File: src/opm_pkg.sv
// Package for the operating-mode control block: modes, sizes and carriers
package opm_pkg;

    // ****************************************************************
    // Modes and sizes
    // ****************************************************************
    typedef enum logic [2:0] {
        OPM_REAL,
        OPM_PROT,
        OPM_VREAL,
        OPM_LONG64,
        OPM_COMPAT,
        OPM_MGMT
    } opm_mode_e;

    typedef enum logic [1:0] {
        OPM_SZ16,
        OPM_SZ32,
        OPM_SZ64
    } opm_size_e;

    localparam logic [1:0] OPM_PL_KERNEL  = 2'h0;
    localparam logic [1:0] OPM_PL_USER    = 2'h3;
    localparam int         OPM_SEG_SHIFT  = 4;
    localparam logic [1:0] OPM_AS_1M      = 2'h0;
    localparam logic [1:0] OPM_AS_4G      = 2'h1;
    localparam logic [1:0] OPM_AS_FULL    = 2'h2;

    // ****************************************************************
    // Wishbone register map (word offsets as byte addresses)
    // ****************************************************************
    localparam logic [7:0] OPM_REG_CTRL   = 8'h00;
    localparam logic [7:0] OPM_REG_FLAGS  = 8'h04;
    localparam logic [7:0] OPM_REG_STATUS = 8'h08;
    localparam logic [7:0] OPM_REG_XLAT   = 8'h0c;
    localparam int OPM_CTRL_PE  = 0;
    localparam int OPM_CTRL_PG  = 1;
    localparam int OPM_CTRL_LME = 2;
    localparam int OPM_CTRL_CSL = 3;
    localparam int OPM_CTRL_CSD = 4;
    localparam int OPM_FLAGS_VM = 0;
    localparam logic [31:0] OPM_CTRL_RST  = 32'h0000_0000;

    // ****************************************************************
    // Carriers
    // ****************************************************************
    typedef struct packed {
        logic        cyc;
        logic        stb;
        logic        we;
        logic [3:0]  sel;
        logic [7:0]  adr;
        logic [31:0] dat;
    } opm_wb_req_s;

    typedef struct packed {
        logic        mgmt_int;
        logic        mgmt_exit;
        logic        task_switch;
        logic        interrupt_return_instruction;
        logic        flag_pop;
        logic        vm_value;
        logic [1:0]  cur_pl;
    } opm_evt_s;

    typedef struct packed {
        opm_mode_e   mode;
        opm_size_e   addr_size;
        opm_size_e   oper_size;
        logic [1:0]  pl_min;
        logic [1:0]  pl_max;
        logic        paging_avail;
        logic        paging_req;
        logic        reg_ext;
        logic        wide_ip;
        logic        ip_rel;
        logic        flat_seg;
        logic        long_xlat;
        logic        prefix_toggle;
        logic [1:0]  addr_space;
    } opm_attr_s;

    typedef struct packed {
        logic        pe;
        logic        pg;
        logic        lme;
        logic        lma;
        logic        cs_long;
        logic        cs_def32;
        logic        vm;
        logic        mgmt;
        logic        ack;
        logic [31:0] rdat;
        logic [15:0] seg;
        logic [15:0] off;
        logic [19:0] phys;
        opm_attr_s   attr;
    } opm_state_s;

endpackage : opm_pkg

File: src/opm_core.sv
// Operating-mode control: mode tracking, size defaults and mode-entry checks
// Function
// - Reset places the core in real mode first.
// - 64-bit submode: default address 64 bits, operand 32 bits.
// - Real mode: 1 Mbyte memory, 16-bit operands, no paging.
// - Real mode runs everything at privilege level zero.
// - Real mode unavailable while long mode is in effect.
// - With long mode enabled, attempts to set virtual-machine flag are ignored.
// - Virtual-machine flag changes only on task switch or privileged return, and is cleared when long mode is enabled.
// - Flag-pop instruction never changes the virtual-machine flag.
// - Setting the virtual-machine flag enters virtual real-address mode.
// - Virtual real mode: level 3, 1 Mbyte, real translation, 16-bit.
// - Submode chosen per code segment from its long attribute.
// - Compatibility submode limits applications to first 4 Gbytes.
// - Compatibility prefixes toggle sizes between 16 and 32 bits.
// - Compatibility uses legacy segmentation with long-mode translation structures.
// - 64-bit submode requires paging and uses flat segmentation.
// - Unpaged protected mode passes addresses through within 4 Gbytes.
// - Protected mode supports privilege levels 0 to 3.
// - Only 64-bit submode exposes upper register bits and extra registers.
// - 64-bit submode extension prefix selects 64-bit operands, added registers.
// - 64-bit submode provides wide instruction pointer and relative addressing.
// - Real translation: selector shifted left four plus offset, 20 bits.
// - Management interrupt enters management mode with separate address space.
`timescale 1ns/1ps

module opm_core
    import opm_pkg::*;
(
    // Clock, reset, enable
    input  wire logic        ref_clk_i,
    input  wire logic        resetn_i,
    input  wire logic        clk_en_i,
    // Wishbone slave
    input  wire opm_wb_req_s wb_req_i,
    output logic             wb_ack_o,
    output logic [31:0]      wb_dat_o,
    // Core events
    input  wire opm_evt_s    evt_i,
    // Mode outputs
    output opm_mode_e        mode_o,
    output opm_attr_s        attr_o,
    output logic             mgmt_space_o
);

    // ****************************************************************
    // Helpers
    // ****************************************************************
    function automatic logic [31:0] wmerge(input logic [31:0] old,
                                           input logic [31:0] nw,
                                           input logic [3:0]  sel);
        logic [31:0] r;
        r = old;
        for (int i = 0; i < 4; i++) begin
            if (sel[i]) begin
                r[8*i +: 8] = nw[8*i +: 8];
            end
        end
        return r;
    endfunction

    function automatic opm_mode_e derive(input logic pe, input logic lma,
                                         input logic csl, input logic vm,
                                         input logic mg);
        if (mg) begin
            return OPM_MGMT;
        end else if (!pe) begin
            return OPM_REAL;
        end else if (lma) begin
            return csl ? OPM_LONG64 : OPM_COMPAT;
        end else if (vm) begin
            return OPM_VREAL;
        end
        return OPM_PROT;
    endfunction

    opm_state_s q, d;
    logic       wr_strb;
    logic [31:0] ctrl_v;
    logic [31:0] nctrl;
    opm_mode_e  nmode;

    // ****************************************************************
    // Next state
    // ****************************************************************
    always_comb begin
        d       = q;
        wr_strb = wb_req_i.cyc && wb_req_i.stb && wb_req_i.we && !q.ack;
        ctrl_v  = {26'h000_0000, q.lma, q.cs_def32, q.cs_long, q.lme, q.pg, q.pe};
        nctrl   = wmerge(ctrl_v, wb_req_i.dat, wb_req_i.sel);
        d.ack   = wb_req_i.cyc && wb_req_i.stb && !q.ack;
        if (wr_strb && wb_req_i.adr == OPM_REG_CTRL) begin
            d.pe       = nctrl[OPM_CTRL_PE];
            d.pg       = nctrl[OPM_CTRL_PG] && nctrl[OPM_CTRL_PE];
            d.cs_long  = nctrl[OPM_CTRL_CSL];
            d.cs_def32 = nctrl[OPM_CTRL_CSD];
            // Long mode only with protection on; once set, a later clear of pe keeps it
            d.lme = nctrl[OPM_CTRL_LME] && (q.pe || q.lme);
            if (q.lma && !(nctrl[OPM_CTRL_PE] && nctrl[OPM_CTRL_PG])) begin
                d.pe = 1'b1;
                d.pg = 1'b1;
            end
        end
        d.lma = d.lme && d.pe && d.pg;
        if (wr_strb && wb_req_i.adr == OPM_REG_XLAT) begin
            d.seg = wb_req_i.dat[31:16];
            d.off = wb_req_i.dat[15:0];
        end
        d.phys = 20'({q.seg, 4'h0}) + 20'(q.off);
        if ((evt_i.task_switch || (evt_i.interrupt_return_instruction && evt_i.cur_pl == OPM_PL_KERNEL))
            && !evt_i.flag_pop && q.pe) begin
            d.vm = evt_i.vm_value && !q.lme;
        end
        if (q.lme) begin
            d.vm = 1'b0;
        end
        if (evt_i.mgmt_int) begin
            d.mgmt = 1'b1;
        end else if (evt_i.mgmt_exit) begin
            d.mgmt = 1'b0;
        end
        nmode  = derive(d.pe, d.lma, d.cs_long, d.vm, d.mgmt);
        d.attr = '0;
        d.attr.mode = nmode;
        case (nmode)
            OPM_REAL: begin
                d.attr.addr_size  = OPM_SZ16;
                d.attr.oper_size  = OPM_SZ16;
                d.attr.pl_min     = OPM_PL_KERNEL;
                d.attr.pl_max     = OPM_PL_KERNEL;
                d.attr.addr_space = OPM_AS_1M;
            end
            OPM_VREAL: begin
                d.attr.addr_size  = OPM_SZ16;
                d.attr.oper_size  = OPM_SZ16;
                d.attr.pl_min     = OPM_PL_USER;
                d.attr.pl_max     = OPM_PL_USER;
                d.attr.addr_space = OPM_AS_1M;
                d.attr.paging_avail = d.pg;
            end
            OPM_PROT: begin
                d.attr.addr_size  = d.cs_def32 ? OPM_SZ32 : OPM_SZ16;
                d.attr.oper_size  = d.cs_def32 ? OPM_SZ32 : OPM_SZ16;
                d.attr.pl_min     = OPM_PL_KERNEL;
                d.attr.pl_max     = OPM_PL_USER;
                d.attr.paging_avail = 1'b1;
                d.attr.addr_space = OPM_AS_4G;
                d.attr.prefix_toggle = 1'b1;
            end
            OPM_COMPAT: begin
                d.attr.addr_size  = d.cs_def32 ? OPM_SZ32 : OPM_SZ16;
                d.attr.oper_size  = d.cs_def32 ? OPM_SZ32 : OPM_SZ16;
                d.attr.pl_min     = OPM_PL_KERNEL;
                d.attr.pl_max     = OPM_PL_USER;
                d.attr.paging_avail = 1'b1;
                d.attr.paging_req = 1'b1;
                d.attr.long_xlat  = 1'b1;
                d.attr.prefix_toggle = 1'b1;
                d.attr.addr_space = OPM_AS_4G;
            end
            OPM_LONG64: begin
                d.attr.addr_size  = OPM_SZ64;
                d.attr.oper_size  = OPM_SZ32;
                d.attr.pl_min     = OPM_PL_KERNEL;
                d.attr.pl_max     = OPM_PL_USER;
                d.attr.paging_avail = 1'b1;
                d.attr.paging_req = 1'b1;
                d.attr.flat_seg   = 1'b1;
                d.attr.long_xlat  = 1'b1;
                d.attr.reg_ext    = 1'b1;
                d.attr.wide_ip    = 1'b1;
                d.attr.ip_rel     = 1'b1;
                d.attr.addr_space = OPM_AS_FULL;
            end
            OPM_MGMT: begin
                d.attr.addr_size  = OPM_SZ16;
                d.attr.oper_size  = OPM_SZ16;
                d.attr.pl_min     = OPM_PL_KERNEL;
                d.attr.pl_max     = OPM_PL_KERNEL;
                d.attr.addr_space = OPM_AS_4G;
                d.attr.prefix_toggle = 1'b1;
            end
            default: begin
                d.attr.mode = OPM_REAL;
            end
        endcase
        d.rdat = 32'h0000_0000;
        case (wb_req_i.adr)
            OPM_REG_CTRL:   d.rdat = ctrl_v;
            OPM_REG_FLAGS:  d.rdat = {31'h0000_0000, q.vm};
            OPM_REG_STATUS: d.rdat = {16'h0000, 2'h0, q.attr.addr_space,
                                      q.attr.pl_max, q.attr.pl_min,
                                      q.attr.oper_size, q.attr.addr_size,
                                      1'b0, q.attr.mode};
            OPM_REG_XLAT:   d.rdat = {12'h000, q.phys};
            default:        d.rdat = 32'h0000_0000;
        endcase
    end

    // ****************************************************************
    // State register
    // ****************************************************************
    always_ff @(posedge ref_clk_i) begin
        if (!resetn_i) begin
            q      <= '0;
        end else if (clk_en_i) begin
            q <= d;
        end
    end

    assign wb_ack_o     = q.ack;
    assign wb_dat_o     = q.rdat;
    assign mode_o       = q.attr.mode;
    assign attr_o       = q.attr;
    assign mgmt_space_o = q.mgmt;
endmodule // opm_core

File: config.mk
export PLATFORM = sky130hd
export DESIGN_NAME = opm_core
export DESIGN_NICKNAME = d
export VERILOG_FILES = /design/src/opm_pkg.sv /design/src/opm_core.sv
export SDC_FILE = /design/constraint.sdc
export NUM_CORES = 1
export LEC_CHECK = 0
export ABC_AREA = 0
export BUFFER_PORTS_ARGS = -buffer_cell sky130_fd_sc_hd__buf_4
export CAP_MARGIN = 5
export CORE_MARGIN = 2
export CORE_UTILIZATION = 47
export CTS_CLUSTER_SIZE = 14
export DETAILED_ROUTE_END_ITERATION = 7
export PLACE_DENSITY = 0.72
export SLEW_MARGIN = 30
export SYNTH_ARGS = -nofsm -noshare
export SYNTH_HDL_FRONTEND = slang
export SYNTH_SLANG_ARGS = --single-unit
File: constraint.sdc
create_clock -name ref_clk_i -period 7.08 [get_ports ref_clk_i]
set_clock_uncertainty 0.05 [all_clocks]
set_input_delay 1.416 -clock ref_clk_i [delete_from_list [all_inputs] [get_ports ref_clk_i]]
set_output_delay 1.416 -clock ref_clk_i [all_outputs]
set_load 0.05 [all_outputs]
==> flow_summary.toml <==
[run_status]
status = "complete, no violations"

[logic_synthesis]
synth-compound-area-share_pct = 17.1
synth-simple-area-share_pct = 19.1
synth_seq_cells = 94
synth.most_common_cell = "dfxtp_1"
postSynthCellCount = 576
synthXorXnorAreaFrac_pct = 1.82
synth_top_family_by_area = "simple AND/OR/NAND/NOR gates"
muxShareOfSynthArea_pct = 6.75
synth_top_area_share_pct = 39.2
ys_seq_area_share_pct = 39.2
synth_cell_types = 62
netlist_top_cells_area = "dfxtp_1 39%, buf_4 8.9%, a21oi_1 6.7%"
netlist_area_sq_um = 4800
yosysWarningCount = 0
postSynth.asyncResetShare_pct = 0
yosysTopAreaCell = "dfxtp_1"
synthAdderAreaFrac_pct = 3.55
synth_area_per_cell_sq_um = 8.33
synthTopCellsByCount = "94 x dfxtp_1, 85 x nand2_1, 64 x a21oi_1"
synthFlopType = "dfxtp_1"
synth_edf_count = 0

[placement]
post-place-ws_ns = 3.11
io_buffers = 99
dpl.cell_count = 733
post-dp-hpwl_um = 7710
gp_congestion = 0.821

[sta]
max_freq_mhz = 301
hold_viol_final = 0
whs_ns = 0.415
report.final.slew_viol_count = 0
finalCritPeriodShare_pct = 46.9
setup_tns_ns = 0
tightestPinTransition_ns = 0.884
setup_viol = 0
fin_crit_ns = 3.32
slew_headroom_pct = 41.1
rsz0062_at_grt = "no"
setup_ws_ns = 3.76

[finish]
diodes = 0
final.fill_count = 914
fin_cells = 749
drive_gt1_share_pct = 22.4
final_core_util_pct = 55.0
area_delta_synth_final_pct = 13.0
final_nets = 682

[cts]
cts-htree-levels = 3
insertion_delay_ns = 0.37
cts_root_buf = "clkbuf_8"
ctsResizeCount = 0
cts_setup_buffers = 0
cts_max_path_buffers = 2
clkTransAtPathRegs_ns = 0.09
hold_buffers = 0
cts_tree = "done"
cts_inserted_buffers = 9
cts.sinks = 94

[critical_path]
r2r_start = "wb_ack_o"
slowest_stage = "or3_1"
critPathArrivalTime_ns = 3.53
cp_max_fo = 18
path_class = "input port to register"
cp_cell_sequence = "buf_4 -> nor2_2 -> and4_1 -> a31oi_1 -> or3_1 -> o2111ai_1 -> a21bo_2"
reg2regPathDepth = 6
rrSetupSlack_ns = 4.60
reg2reg_to = "attr_o[16]"
path_buf_inv = 1
crit_family = "simple AND/OR/NAND/NOR gates"
cpPeakStageDelay_ns = 0.52
cp-start-kind = "input port"
end_kind = "register"
required_ns = 7.29

[hold_path]
min_from = "q[59]"
hold_end = "q[59]"
hp-class = "register to register"
whs_path_depth = 2

[global_route]
grt_pass1_wl_um = 17900
grt_overflow = 0
grt_pass1_vias = 3734
antenna_found_initial = 0
track_usage_pct = 19.8
grt_max_degree = 84

[job]
drv_cap = 0

[power_and_ir_drop]
power_density_nw_per_um2 = 189
peakVddDrop_mv = 0.0828
p_leak_uw = 0.00224

[drt]
drt_iter0_markers = 161
via_count = 3981
drt-pass1-iter-count = 4
post-route-drc-count = 0
drtAntennaViolNets = 0
routedWlPerCell_um = 14.3
drt-total-wl_um = 10700
avgViaCountPerCell = 5.32

[floorplanning]
rows = 36
initial_core_util_pct = 48.7
ios = 116
die_width_um = 105
die_h_um = 105
core_area_sq_um = 9860
die_area_sq_um = 11000
==> tightest hold or removal path, cell delays in order (launching register included) <==
cell	delay, ns
dfxtp_1	0.32
nand2_1	0.05
a21oi_1	0.05
==> how the worst max path moves through the flow <==
stage / startpoint / endpoint / slack, ns / cells past startpoint
floorplan: wb_req_i[34] / attr_o[17] / 3.78 / 9
global placement: wb_req_i[33] / q[71] / 3.20 / 7
detailed placement: wb_req_i[33] / q[71] / 3.11 / 7
CTS: wb_req_i[33] / q[71] / 3.44 / 7
global route: wb_req_i[33] / q[71] / 3.59 / 7
finish: wb_req_i[34] / attr_o[16] / 3.76 / 7
==> registers in the layout, summed over array words and instances (netlist names) <==
name and flops:
wb_dat_o 20, q 53, wb_ack_o 1, mgmt_space_o 1
attr_o 10, mode_o 3, ctrl_v 6
==> metrics by stage <==
stage	power, uW	instance area [sq um]
floorplan	613	4840
global placement	639	5200
detailed placement	641	5200
CTS	1030	5420
global route	1060	5430
finish	1020	5430
==> layout make-up <==
class / count / area [sq um] / area share [%]
sequential: 94 / 1880 / 34.7
multi-input combinational: 398 / 2370 / 43.7
tap: 133 / 166 / 3.07
timing repair buffer: 101 / 758 / 14.0
inverter: 7 / 26.3 / 0.484
clock inverter: 7 / 96.3 / 1.78
clock buffer: 9 / 124 / 2.28
==> placed cells by master (no fill, tap or decap), types with 3 or more instances in the layout <==
master | Yosys | layout
a21o_1 | 3 | 3
xor2_1 | 5 | 5
and2_1 | 6 | 5
dfxtp_1 | 94 | 94
nand3_1 | 9 | 9
ha_1 | 12 | 12
xnor2_1 | 5 | 5
mux2_2 | 6 | 6
and3_1 | 3 | 3
a21oi_1 | 64 | 64
a211oi_1 | 9 | 9
conb_1 | 1 | 13
nor3b_1 | 3 | 3
nand2_1 | 85 | 84
nand2b_1 | 6 | 6
nor2b_1 | 5 | 5
a22oi_1 | 11 | 11
clkinvlp_4 | 0 | 3
o21ai_0 | 16 | 16
nor3_1 | 5 | 5
buf_4 | 57 | 101
inv_1 | 7 | 6
clkbuf_8 | 0 | 9
mux2i_1 | 22 | 22
a31oi_1 | 3 | 3
nor2_1 | 60 | 60
==> power breakdown <==
group | total [uW] | leakage [uW] | switching, uW | internal (uW)
Combinational | 92.9 | 0.00137 | 59.6 | 33.3
Clock | 394 | 0.000102 | 195 | 199
Sequential | 536 | 0.000759 | 3.56 | 532
==> cells by family after synthesis <==
kind of cell / Yosys count
buffers and inverters: 96
flip-flops: 94
adder cells (fa/ha/maj): 13
XOR/XNOR: 10
AO/OA/AOI/OAI: 132
AND/OR/NAND/NOR: 200
other: 1
multiplexers: 30
==> routing by layer <==
layer	up-vias	part of all wire, %	track usage (%)
met1	1840	46	26.2
met2	141	47	32.3
met5	-	0	0
met3	15	5.8	3.43
li1	1985	-	-
met4	0	1.3	7.24
(Power assumes the default switching activity.)
